**src/rtl/pipe_ctrl_pkg.sv**
```systemverilog
// shared constants and types for the scalar pipeline control
package pipe_ctrl_pkg;
  localparam int              REG_W         = 4;
  localparam int              NUM_REGS      = 16;
  localparam int              COMPACT_REG_W = 3;
  localparam int              TARGET_W      = 32;
  localparam int              MAC_STAGES    = 5;
  localparam logic [2:0]      MAC_DONE_MIN  = 3'h2;
  localparam logic [2:0]      MAC_DONE_MAX  = 3'h5;
  localparam logic [2:0]      MAC_COMMIT    = 3'h3;
  localparam int              FRONT_STAGES  = 4;  // fetch x2, decode, operand read
  localparam int              MAIN_STAGES   = 7;

  typedef enum logic [2:0] {
    KIND_ALU, KIND_LOAD, KIND_STORE, KIND_MUL, KIND_BRANCH, KIND_BX
  } kind_t;

  typedef enum logic [1:0] {FWD_FILE, FWD_STATE_EXEC, FWD_WRITEBACK} fwd_t;

  typedef struct packed {
    logic             valid;
    kind_t            kind;
    logic             has_dst;
    logic             use1;
    logic             use2;
    logic [REG_W-1:0] dst;
    logic [REG_W-1:0] src1;
    logic [REG_W-1:0] src2;
    logic [2:0]       mac_done;
    logic             expanded;
    fwd_t             fwd1;
    fwd_t             fwd2;
  } instr_t;
endpackage : pipe_ctrl_pkg

```
**src/rtl/register_scoreboard.sv**
```systemverilog
// pending-destination tracker for load and multiply results
`timescale 1ns/1ps
`default_nettype none
module register_scoreboard
  import pipe_ctrl_pkg::*;
(
  input  wire logic                clock,
  input  wire logic                rst,
  input  wire logic                set_valid,
  input  wire logic [REG_W-1:0]    set_reg,
  input  wire logic                clr_a_valid,
  input  wire logic [REG_W-1:0]    clr_a_reg,
  input  wire logic                clr_b_valid,
  input  wire logic [REG_W-1:0]    clr_b_reg,
  input  wire logic                clr_c_valid,
  input  wire logic [REG_W-1:0]    clr_c_reg,
  output logic [NUM_REGS-1:0]      busy
);
  // one pending bit per register; a new set wins over a return
  genvar r;
  generate
    for (r = 0; r < NUM_REGS; r++) begin : g_bit
      logic set_hit;
      logic clr_hit;
      assign set_hit = set_valid && (set_reg == REG_W'(r));
      assign clr_hit = (clr_a_valid && (clr_a_reg == REG_W'(r)))
                    || (clr_b_valid && (clr_b_reg == REG_W'(r)))
                    || (clr_c_valid && (clr_c_reg == REG_W'(r)));
      always_ff @(posedge clock) begin
        if (rst) begin
          busy[r] <= 1'b0;
        end else if (set_hit) begin
          busy[r] <= 1'b1;
        end else if (clr_hit) begin
          busy[r] <= 1'b0;
        end
      end
    end
  endgenerate
endmodule : register_scoreboard
`default_nettype wire

```
**src/rtl/scalar_superpipeline_control.sv**
```systemverilog
// issue, stall, routing and flush control of the seven-stage pipeline
`timescale 1ns/1ps
`default_nettype none
// Operation
// - seven main stages from fetch to writeback
// - mispredicted branch loses four cycles
// - decode and operand read take two cycles
// - one in-order issue per cycle
// - every stage one cycle except multiplier
// - scoreboard only load and multiply destinations
// - alu destinations are bypassed, not scoreboarded
// - stall on pending load or multiply register
// - no dependency means no stall, except a multiply waiting for multiplier admission
// - completion may be out of order
// - the three pipes run independently
// - forward results from several producers
// - operand read feeds multiplier or alu only
// - loads and stores enter memory pipe
// - branch exchange flushes, never predicted
// - compact instructions expanded at decode
// - multiplier writeback in stages two to five
// - pipes hold different instructions together
// - two cache stages plus writeback, five multiplier
// - mismatch at alu execute flushes and redirects
// - at most two multiplier occupants
// - multiplier stage three onward is committed
module scalar_superpipeline_control
  import pipe_ctrl_pkg::*;
(
  input  wire logic                clock,
  input  wire logic                rst,
  input  wire logic                compact_mode,
  input  wire logic                in_valid,
  input  wire logic [2:0]          in_kind,
  input  wire logic                in_has_dst,
  input  wire logic                in_use1,
  input  wire logic                in_use2,
  input  wire logic [REG_W-1:0]    in_dst,
  input  wire logic [REG_W-1:0]    in_src1,
  input  wire logic [REG_W-1:0]    in_src2,
  input  wire logic [2:0]          in_mac_done,
  input  wire logic                x1_mismatch,
  input  wire logic [TARGET_W-1:0] x1_target,
  input  wire logic                dcache_hit,
  input  wire logic                load_return_valid,
  input  wire logic [REG_W-1:0]    load_return_dst,
  output logic                     fetch_ready_reg,
  output logic                     pipe_stall_reg,
  output logic                     redirect_valid_reg,
  output logic [TARGET_W-1:0]      redirect_target_reg,
  output logic                     predictor_update_reg,
  output fwd_t                     x1_fwd_sel1,
  output fwd_t                     x1_fwd_sel2,
  output logic                     main_wb_valid_reg,
  output logic [REG_W-1:0]         main_wb_dst_reg,
  output logic                     mem_wb_valid_reg,
  output logic [REG_W-1:0]         mem_wb_dst_reg,
  output logic                     mac_wb_valid_reg,
  output logic [REG_W-1:0]         mac_wb_dst_reg
);
  instr_t              skid_reg;
  instr_t              f1_reg;
  instr_t              f2_reg;
  instr_t              id_reg;
  instr_t              rf_reg;
  instr_t              x1_reg;
  instr_t              x2_reg;
  instr_t              d1_reg;
  instr_t              d2_reg;
  instr_t              m_reg [1:MAC_STAGES];
  instr_t              incoming;
  instr_t              fetch_word;
  logic [NUM_REGS-1:0] busy;
  logic [MAC_STAGES:2] mac_arrive;
  logic                take_in;
  logic                hazard;
  logic                mac_ok;
  logic                stall;
  logic                flush;
  logic                issue_main;
  logic                issue_mac;
  logic [2:0]          mac_occ;
  logic [REG_W-1:0]    mac_arrive_dst;

  // decode-time expansion of compact encodings and clamp of multiplier length
  function automatic instr_t expand(input instr_t raw, input logic compact);
    instr_t e;
    e = raw;
    if (compact && raw.valid) begin
      e.dst      = REG_W'(raw.dst[COMPACT_REG_W-1:0]);
      e.src1     = REG_W'(raw.src1[COMPACT_REG_W-1:0]);
      e.src2     = REG_W'(raw.src2[COMPACT_REG_W-1:0]);
      e.expanded = 1'b1;
    end
    if (e.mac_done < MAC_DONE_MIN) e.mac_done = MAC_DONE_MIN;
    if (e.mac_done > MAC_DONE_MAX) e.mac_done = MAC_DONE_MAX;
    return e;
  endfunction : expand

  // bypass source for an operand, youngest alu producer first
  function automatic fwd_t fwd_for(input logic [REG_W-1:0] r);
    if (x1_reg.valid && x1_reg.kind == KIND_ALU && x1_reg.has_dst && x1_reg.dst == r)
      return FWD_STATE_EXEC;
    if (x2_reg.valid && x2_reg.kind == KIND_ALU && x2_reg.has_dst && x2_reg.dst == r)
      return FWD_WRITEBACK;
    return FWD_FILE;
  endfunction : fwd_for

  // descriptor offered by the fetch unit
  always_comb begin
    incoming          = '0;
    incoming.valid    = 1'b1;
    incoming.kind     = kind_t'(in_kind);
    incoming.has_dst  = in_has_dst;
    incoming.use1     = in_use1;
    incoming.use2     = in_use2;
    incoming.dst      = in_dst;
    incoming.src1     = in_src1;
    incoming.src2     = in_src2;
    incoming.mac_done = in_mac_done;
  end

  assign take_in    = in_valid && fetch_ready_reg;
  assign fetch_word = skid_reg.valid ? skid_reg : (take_in ? incoming : '0);

  // operand-read dependency check against pending load/multiply results
  assign hazard = (rf_reg.use1 && busy[rf_reg.src1])
               || (rf_reg.use2 && busy[rf_reg.src2])
               || (rf_reg.has_dst && busy[rf_reg.dst]);

  // multiplier admission: all occupants in their last stage, or the single other one reaches its last stage next cycle
  always_comb begin
    logic [2:0] cont;
    logic       soon;
    cont    = 3'h0;
    soon    = 1'b0;
    mac_occ = 3'h0;
    for (int k = 1; k <= MAC_STAGES; k++) begin
      if (m_reg[k].valid) begin
        mac_occ = mac_occ + 3'h1;
        if (m_reg[k].mac_done != 3'(k)) begin
          cont = cont + 3'h1;
          if (m_reg[k].mac_done == 3'(k + 1)) soon = 1'b1;
        end
      end
    end
    mac_ok = (cont == 3'h0) || (cont == 3'h1 && soon);
  end

  assign stall = rf_reg.valid && (hazard || (rf_reg.kind == KIND_MUL && !mac_ok));
  assign flush = x1_reg.valid
              && ((x1_reg.kind == KIND_BRANCH && x1_mismatch) || x1_reg.kind == KIND_BX);
  assign issue_main = rf_reg.valid && !stall && !flush && rf_reg.kind != KIND_MUL;
  assign issue_mac  = rf_reg.valid && !stall && !flush && rf_reg.kind == KIND_MUL;

  // front stages freeze on stall and empty on flush
  always_ff @(posedge clock) begin
    if (rst || flush) begin
      f1_reg <= '0;
      f2_reg <= '0;
      id_reg <= '0;
      rf_reg <= '0;
    end else if (!stall) begin
      f1_reg <= fetch_word;
      f2_reg <= f1_reg;
      id_reg <= f2_reg;
      rf_reg <= expand(id_reg, compact_mode);
    end
  end

  // one-entry skid catches the word offered while a stall begins
  always_ff @(posedge clock) begin
    if (rst || flush) begin
      skid_reg <= '0;
    end else if (!stall) begin
      skid_reg <= '0;
    end else if (take_in) begin
      skid_reg <= incoming;
    end
  end

  // fetch handshake, dropped while the skid is or becomes full
  always_ff @(posedge clock) begin
    if (rst) begin
      fetch_ready_reg <= 1'b1;
    end else begin
      fetch_ready_reg <= flush || !(stall && (skid_reg.valid || take_in));
    end
  end

  // main execution path: alu execute, state execute, writeback
  always_ff @(posedge clock) begin
    if (rst) begin
      x1_reg <= '0;
      x2_reg <= '0;
    end else begin
      x1_reg <= '0;
      if (issue_main) begin
        x1_reg      <= rf_reg;
        x1_reg.fwd1 <= fwd_for(rf_reg.src1);
        x1_reg.fwd2 <= fwd_for(rf_reg.src2);
      end
      x2_reg <= x1_reg;
    end
  end

  // main writeback of alu results
  always_ff @(posedge clock) begin
    if (rst) begin
      main_wb_valid_reg <= 1'b0;
      main_wb_dst_reg   <= '0;
    end else begin
      main_wb_valid_reg <= x2_reg.valid && x2_reg.kind == KIND_ALU && x2_reg.has_dst;
      main_wb_dst_reg   <= x2_reg.dst;
    end
  end

  assign x1_fwd_sel1 = x1_reg.fwd1;
  assign x1_fwd_sel2 = x1_reg.fwd2;

  // memory path: two cache stages then cache writeback
  always_ff @(posedge clock) begin
    if (rst) begin
      d1_reg           <= '0;
      d2_reg           <= '0;
      mem_wb_valid_reg <= 1'b0;
      mem_wb_dst_reg   <= '0;
    end else begin
      d1_reg <= (x1_reg.kind == KIND_LOAD || x1_reg.kind == KIND_STORE) ? x1_reg : '0;
      d2_reg <= d1_reg;
      mem_wb_valid_reg <= d2_reg.valid && d2_reg.kind == KIND_LOAD
                       && d2_reg.has_dst && dcache_hit;
      mem_wb_dst_reg   <= d2_reg.dst;
    end
  end

  // multiplier entry; later stages are never touched by a flush
  always_ff @(posedge clock) begin
    if (rst) begin
      m_reg[1] <= '0;
    end else begin
      m_reg[1] <= issue_mac ? rf_reg : '0;
    end
  end

  genvar k;
  generate
    for (k = 2; k <= MAC_STAGES; k++) begin : g_mac
      assign mac_arrive[k] = m_reg[k-1].valid && m_reg[k-1].mac_done == 3'(k);
      always_ff @(posedge clock) begin
        if (rst) begin
          m_reg[k] <= '0;
        end else if (m_reg[k-1].valid && m_reg[k-1].mac_done != 3'(k - 1)) begin
          m_reg[k] <= m_reg[k-1];
        end else begin
          m_reg[k] <= '0;
        end
      end
    end
  endgenerate

  always_comb begin
    mac_arrive_dst = '0;
    for (int j = 2; j <= MAC_STAGES; j++) begin
      if (mac_arrive[j]) mac_arrive_dst = m_reg[j-1].dst;
    end
  end

  // multiplier writeback during the completing stage
  always_ff @(posedge clock) begin
    if (rst) begin
      mac_wb_valid_reg <= 1'b0;
      mac_wb_dst_reg   <= '0;
    end else begin
      mac_wb_valid_reg <= |mac_arrive;
      mac_wb_dst_reg   <= mac_arrive_dst;
    end
  end

  register_scoreboard u_scoreboard (
    .clock       (clock),
    .rst         (rst),
    .set_valid   ((issue_main && rf_reg.kind == KIND_LOAD && rf_reg.has_dst)
                  || (issue_mac && rf_reg.has_dst)),
    .set_reg     (rf_reg.dst),
    .clr_a_valid (mac_wb_valid_reg),
    .clr_a_reg   (mac_wb_dst_reg),
    .clr_b_valid (mem_wb_valid_reg),
    .clr_b_reg   (mem_wb_dst_reg),
    .clr_c_valid (load_return_valid),
    .clr_c_reg   (load_return_dst),
    .busy        (busy)
  );

  // redirect to the resolved target and predictor update
  always_ff @(posedge clock) begin
    if (rst) begin
      redirect_valid_reg   <= 1'b0;
      redirect_target_reg  <= '0;
      predictor_update_reg <= 1'b0;
      pipe_stall_reg       <= 1'b0;
    end else begin
      redirect_valid_reg   <= flush;
      predictor_update_reg <= flush && x1_reg.kind == KIND_BRANCH;
      pipe_stall_reg       <= stall;
      if (flush) redirect_target_reg <= x1_target;
    end
  end
endmodule : scalar_superpipeline_control
`default_nettype wire

```
**config.mk**
```make
export PLATFORM = sky130hd
export DESIGN_NAME = scalar_superpipeline_control
export DESIGN_NICKNAME = d
export VERILOG_FILES = /design/src/rtl/pipe_ctrl_pkg.sv /design/src/rtl/register_scoreboard.sv /design/src/rtl/scalar_superpipeline_control.sv
export SDC_FILE = /design/constraint.sdc
export NUM_CORES = 1
export LEC_CHECK = 0
export BUFFER_PORTS_ARGS = -buffer_cell sky130_fd_sc_hd__buf_2
export CAP_MARGIN = 20
export CORE_UTILIZATION = 51
export DETAILED_ROUTE_END_ITERATION = 10
export MAX_ROUTING_LAYER = met4
export PLACE_DENSITY = 0.74
export SLEW_MARGIN = 30
export SYNTH_ARGS = -nofsm -noshare
export SYNTH_HDL_FRONTEND = slang
export SYNTH_SLANG_ARGS = --single-unit
export TNS_END_PERCENT = 50
```
**constraint.sdc**
```tcl
create_clock -name clock -period 3.75 [get_ports clock]
set_input_delay 0.375 -clock clock [delete_from_list [all_inputs] [get_ports clock]]
set_output_delay 0.375 -clock clock [all_outputs]
set_load 0.005 [all_outputs]
```
# [Word level (Yosys, flattened, before mapping)]
# Memory sizes are Yosys's and may differ from the RTL's.
# Index checks and enable logic that the tools add are counted.
[totals] regBits=237 latch_bits=0 mem_bits_rw=135 mem_bits_ro=0 inputBits=64 out_inout_bits=55 mem_count=1
[op_classes] addsub=4 multipliers=0 div=0 magnitude_cmp=5 n_eq_ne=83 shifts=0 mux=134 bitwise_logic=12 n_reduce_logical=175
[memory_table] name="m_reg" depth=5 width=27 read_ports=5 rd_ports_with_merged_regs=0 wr=5 line="scalar_superpipeline_control.sv:70" source="instr_t m_reg [1:MAC_STAGES];"
[op_table] operator="$mux 27" n=12
[op_table] operator="$eq 4x4->1 const B" n=32
[op_table] operator="$logic_and 1x1->1" n=102
[op_table] operator="$mux 1" n=94
[op_table] operator="$eq 4x3->1 const B" n=16
[op_table] operator="$logic_or 1x1->1" n=42
[op_table] operator="$mux 3" n=12
[op_table] operator="$eq 4x2->1 const B" n=8
[op_table] operator="$reduce_bool 2->1" n=16
[op_table] operator="$eq 4x1->1 const B" n=4
[op_table] operator="$eq 4x4->1" n=4
[op_table] operator="$logic_not 4->1" n=4
[op_table] operator="$mux 2" n=8
[op_table] operator="$mux 4" n=4
[op_table] operator="$eq 3x3->1 const B" n=5
[op_table] operator="$lt 4x5->1 const B" n=3
[op_table] operator="$add 3x1->3 const B" n=4
[op_table] operator="$bmux 1 s4" n=3
[op_table] operator="$eq 3x1->1 const B" n=4
[op_table] operator="$eq 3x2->1 const B" n=4
[op_table] operator="$mux 12" n=1
[op_table] operator="$logic_not 3->1" n=3
[op_table] operator="$ne 3x2->1 const B" n=3
[op_table] operator="$or 1x1->1" n=9
[op_table] operator="other kinds (8)" n=16

# [Longest topological paths before layout]
# An unclocked memory read counts as a cell.
[depth] word_depth=34 ltp_mapped=17

# [Cells and area by module]
# Synthesis repeated with hierarchy kept, for this count alone.
[hier_totals] hier_cells=1065 area_unflattened_um2=10369.9
[by_module_without_submodules] mod="scalar_superpipeline_control" n_inst=1 cells_per_inst=968 area_per_inst_um2=9497.9 seq_area_each_um2=5024.8
[by_module_without_submodules] mod="register_scoreboard" n_inst=1 cells_per_inst=97 area_per_inst_um2=872.1 seq_area_each_um2=320.3

# [Worst setup path after synthesis]
# OpenSTA, ideal clock, no wires.
[synth_path] path_kind="register to register" start="reg, netlist name m_reg[0][33]" end="reg f1_reg[26] in the netlist's numbering" setup_time_ns=0.072 arrival_ns=3.698 slack_ns=-0.019 stages_incl_launch_ff=18 n_path_buf=3 cell_sequence="dfxtp_1 or3b_1 nand2_1 xor2_1 ha_1 mux2_2 ha_1 nand3_1 o211ai_1 ha_1 xnor3_1 nor3b_1 o311a_2 a21boi_1 buf_6 buf_6 buf_6 mux2i_1"
[synth_rtl] element="end signal, assigned" line="scalar_superpipeline_control.sv:164" source="f1_reg <= fetch_word;"
[synth_rtl] element="end, declared" line="scalar_superpipeline_control.sv:62" source="instr_t f1_reg;"

==> summary.md <==
| Metric | Value |
|---|---|
| Clock sink total | about 250 |
| Core area | 19700 um^2 |
| Hold Path End | redirect_target_reg[28]$_SDFFE_PP0P_ |
| Row cnt | 51 |
| Largest net degree at the start of global routing | 112 |
| Die Width | 145 um |
| Slew headroom | 0.479 |
| Sequential fraction of the synthesis area | 0.514 |
| Worst-path clk slew | 0.06 ns |
| Area leader, netlist | dfxtp_1 |
| Top cell type's share of synthesized area | 0.433 |
| Required @ worst endpoint | 4.18 ns |
| Area grow syn2layout | 23.8% |
| Vias in the first global route | 7482 |
| Vias | just over 8000 |
| Die Y | 145 um |
| Number of enable flip-flop cells after synthesis | 28 |
| Clock Skew | around 0.025 ns |
| Least-Margin Pin Slew | 0.781 ns |
| Gr ovfl total | 0 |
| Number of remaining DRC errors | 0 |
| GRT Overall Usage | 0.221 |
| YS warnings | 0 |
| Post-Place Worst Slack | -0.153 ns |
| Fin crit share | 1.02 |
| Worst-skew pair later-pin latency | 0.53 ns |
| CTS Buf Count | 27 |
| Drt first pass iters | 5 |
| Post-placement cell count | approximately 1500 |
| Fin. Hold Viols | 0 |
| Mapped Cells | around 1100 |
| Crit end category | register |
| Antenna Cells | 0 |
| Antenna-violating nets left | 0 |
| Outcome | finished with violations |
| Main area contributors after synthesis | dfxtp_1 43%, nand2_1 9.6%, mux2i_1 9.0% |
| #FFs+latches synth | 253 |
| Arrival time at the worst endpoint | ~4.3 ns |
| Top FF cell, synth | dfxtp_1 |
| Setup slack, reg-to-reg | -0.08 ns |
| Overall Power | 5500 uW |
| Die area | 21000 um^2 |
| Max Clock Freq | 261 MHz |
| Minimum clock period | 3.83 ns |
| Worst Hold Class | in -> reg |
| Crit Reg-Reg Endpoint | id_reg[19]$_SDFFE_PP0P_ |
| Startpoint Class | register |
| Slew Limit Fails | 0 |
| FFs w/ async S/R, synth | 0 |
| Share of cells above drive strength 1 | 0.210 |
| RSZ-0062 raised after global routing | yes |
| First-pass GRT wire length | 36.2 mm |
| Nets | 1311 |
| CTS tree | built |
| Placer's final routability congestion estimate | 0.897 |
| Lkg Pwr | 0.00493 uW |
| I/O pins | 119 |
| Avg WL per Cell | 15.3 um |
| WS Path Type | reg -> reg |
| R2r startpoint | m_reg[0][33]$_SDFF_PP0_ |
| Max FFs per register | 36 |
| Via density | 5.29 |
| Port bufs | 118 |
| Post-synth cell types | 60 |
| Initial antenna violation count | 0 |
| Final setup margin | -0.0843 ns |
| Detailed placement HPWL | 15.3 mm |
| Post-Route Setup TNS | -2.45 ns |
| Endpoints failing setup | 76 |
| Final Hold Slack | 0.0931 ns |
| Worst vdd ir | between 300 and 400 uV |
| Synth cell count leaders | 267 x nand2_1, 225 x dfxtp_1, 93 x mux2i_1 |
| Clk buf depth | 3 |
| Root Driver | clkbuf_16 |
| Max-Cap Viols | 0 |
| Finished Layout Cells | 1525 |
| Synth Cell Area | 10400 um^2 |
| Starting Density | 0.527 |
| Avg Inst Size Synth | roughly 9.5 um^2 |
| Hold buffer count at cts | 0 |
| Failing checks | setup timing |
| CTS H-tree lvls | 1 |
| Hold path startpoint | x1_target[28] |
| FF-to-FF path depth | 17 |
| Post-Route WL | 23.4 mm |
| Top-count cell post-synth | nand2_1 |
| Pwr Density | 427 nW/um^2 |
| Worst Path Max Fanout | 8 |
| Hold Path Stages | 3 |
| DR iter-0 viols | 480 |
[report_power, final]
group	switching [uW]	leakage (uW)	internal, uW
Clock	1010	0.000414	1490
Combinational	127	0.00240	81.5
Sequential	22.1	0.00211	2770
Total	1160	0.00493	4340
[layout make-up]
class | count | area [um^2]
Clock inverter | 6 | 55.1
Inverter | 16 | 60.1
Tap cell | 265 | 332
Clock buffer | 39 | 774
Sequential cell | 253 | 5350
Timing Repair Buffer | 170 | 1310
Multi-Input combinational cell | 776 | 4990
Fill cell | 1543 | 6840
[how the worst max path moves through the flow]
stage                            start                       to  slack [ns]  depth (start not counted)
5_1_grt        m_reg[0][33]$_SDFF_PP0_  id_reg[19]$_SDFFE_PP0P_       -0.22                         17
2_1_floorplan  m_reg[0][33]$_SDFF_PP0_  f1_reg[26]$_SDFFE_PP0P_        0.03                         17
3_3_place_gp   m_reg[0][33]$_SDFF_PP0_  rf_reg[16]$_SDFFE_PP0P_       -0.04                         16
6_report       m_reg[0][33]$_SDFF_PP0_  id_reg[19]$_SDFFE_PP0P_       -0.08                         17
4_1_cts        m_reg[0][34]$_SDFF_PP0_  f2_reg[10]$_SDFFE_PP0P_       -0.05                         17
3_5_place_dp   m_reg[0][32]$_SDFF_PP0_  f1_reg[14]$_SDFFE_PP0P_       -0.15                         16
[cells in the final DEF, fill, tap and decap left out, types with 29 or more instances in the layout]
cell type / n
mux2i_1: 92
conb_1: 29
dfxtp_1: 221
nor2b_1: 36
nor2_1: 30
a21oi_1: 37
nand2_1: 266
buf_2: 118
clkbuf_16: 31
[critical path: stages, from the launching register on]
cell and delay, ns:
dfxtp_2 0.32, or3b_4 0.40, nand2_2 0.08, xor2_1 0.16, ha_1 0.27, mux2_4 0.29
ha_4 0.27, nand3_2 0.06, o211ai_1 0.13, ha_2 0.23, xnor3_1 0.20, nor3b_4 0.17
o311a_4 0.34, a21boi_4 0.18, buf_12 0.16, buf_12 0.14, buf_12 0.13, mux2i_1 0.20
[routing by layer]
layer,GRT usage,up-vias,wire length (um)
met5,-,-,0
met4,0.0670,0,483
met3,0.0286,45,1030
met2,0.365,198,11600
met1,0.282,3770,10200
li1,-,4058,-
[cells by family after synthesis]
group	after synthesis	share of synthesized area
flip-flops	253	0.514
AO/OA/AOI/OAI	139	0.0861
other	2	0.000722
multiplexers	108	0.117
XOR/XNOR	22	0.0212
AND/OR/NAND/NOR	474	0.216
adder cells (fa/ha/maj)	4	0.00457
buffers and inverters	91	0.0407
[through the flow]
stage | util | instance area [um^2]
detailed placement | 0.578 | 11400
finish | 0.653 | 12900
global placement | 0.578 | 11400
global route | 0.653 | 12900
floorplan | - | 10500
CTS | 0.637 | 12600
[repair_timing]
item,in CTS,in global routing
gates cloned,3,5
resized for setup,24,44
buffers inserted,14,3
setup endpoints to repair,127,148
endpoints found under the hold margin,0,0
pin swaps,9,23
Power figures use the tool's default switching activity.
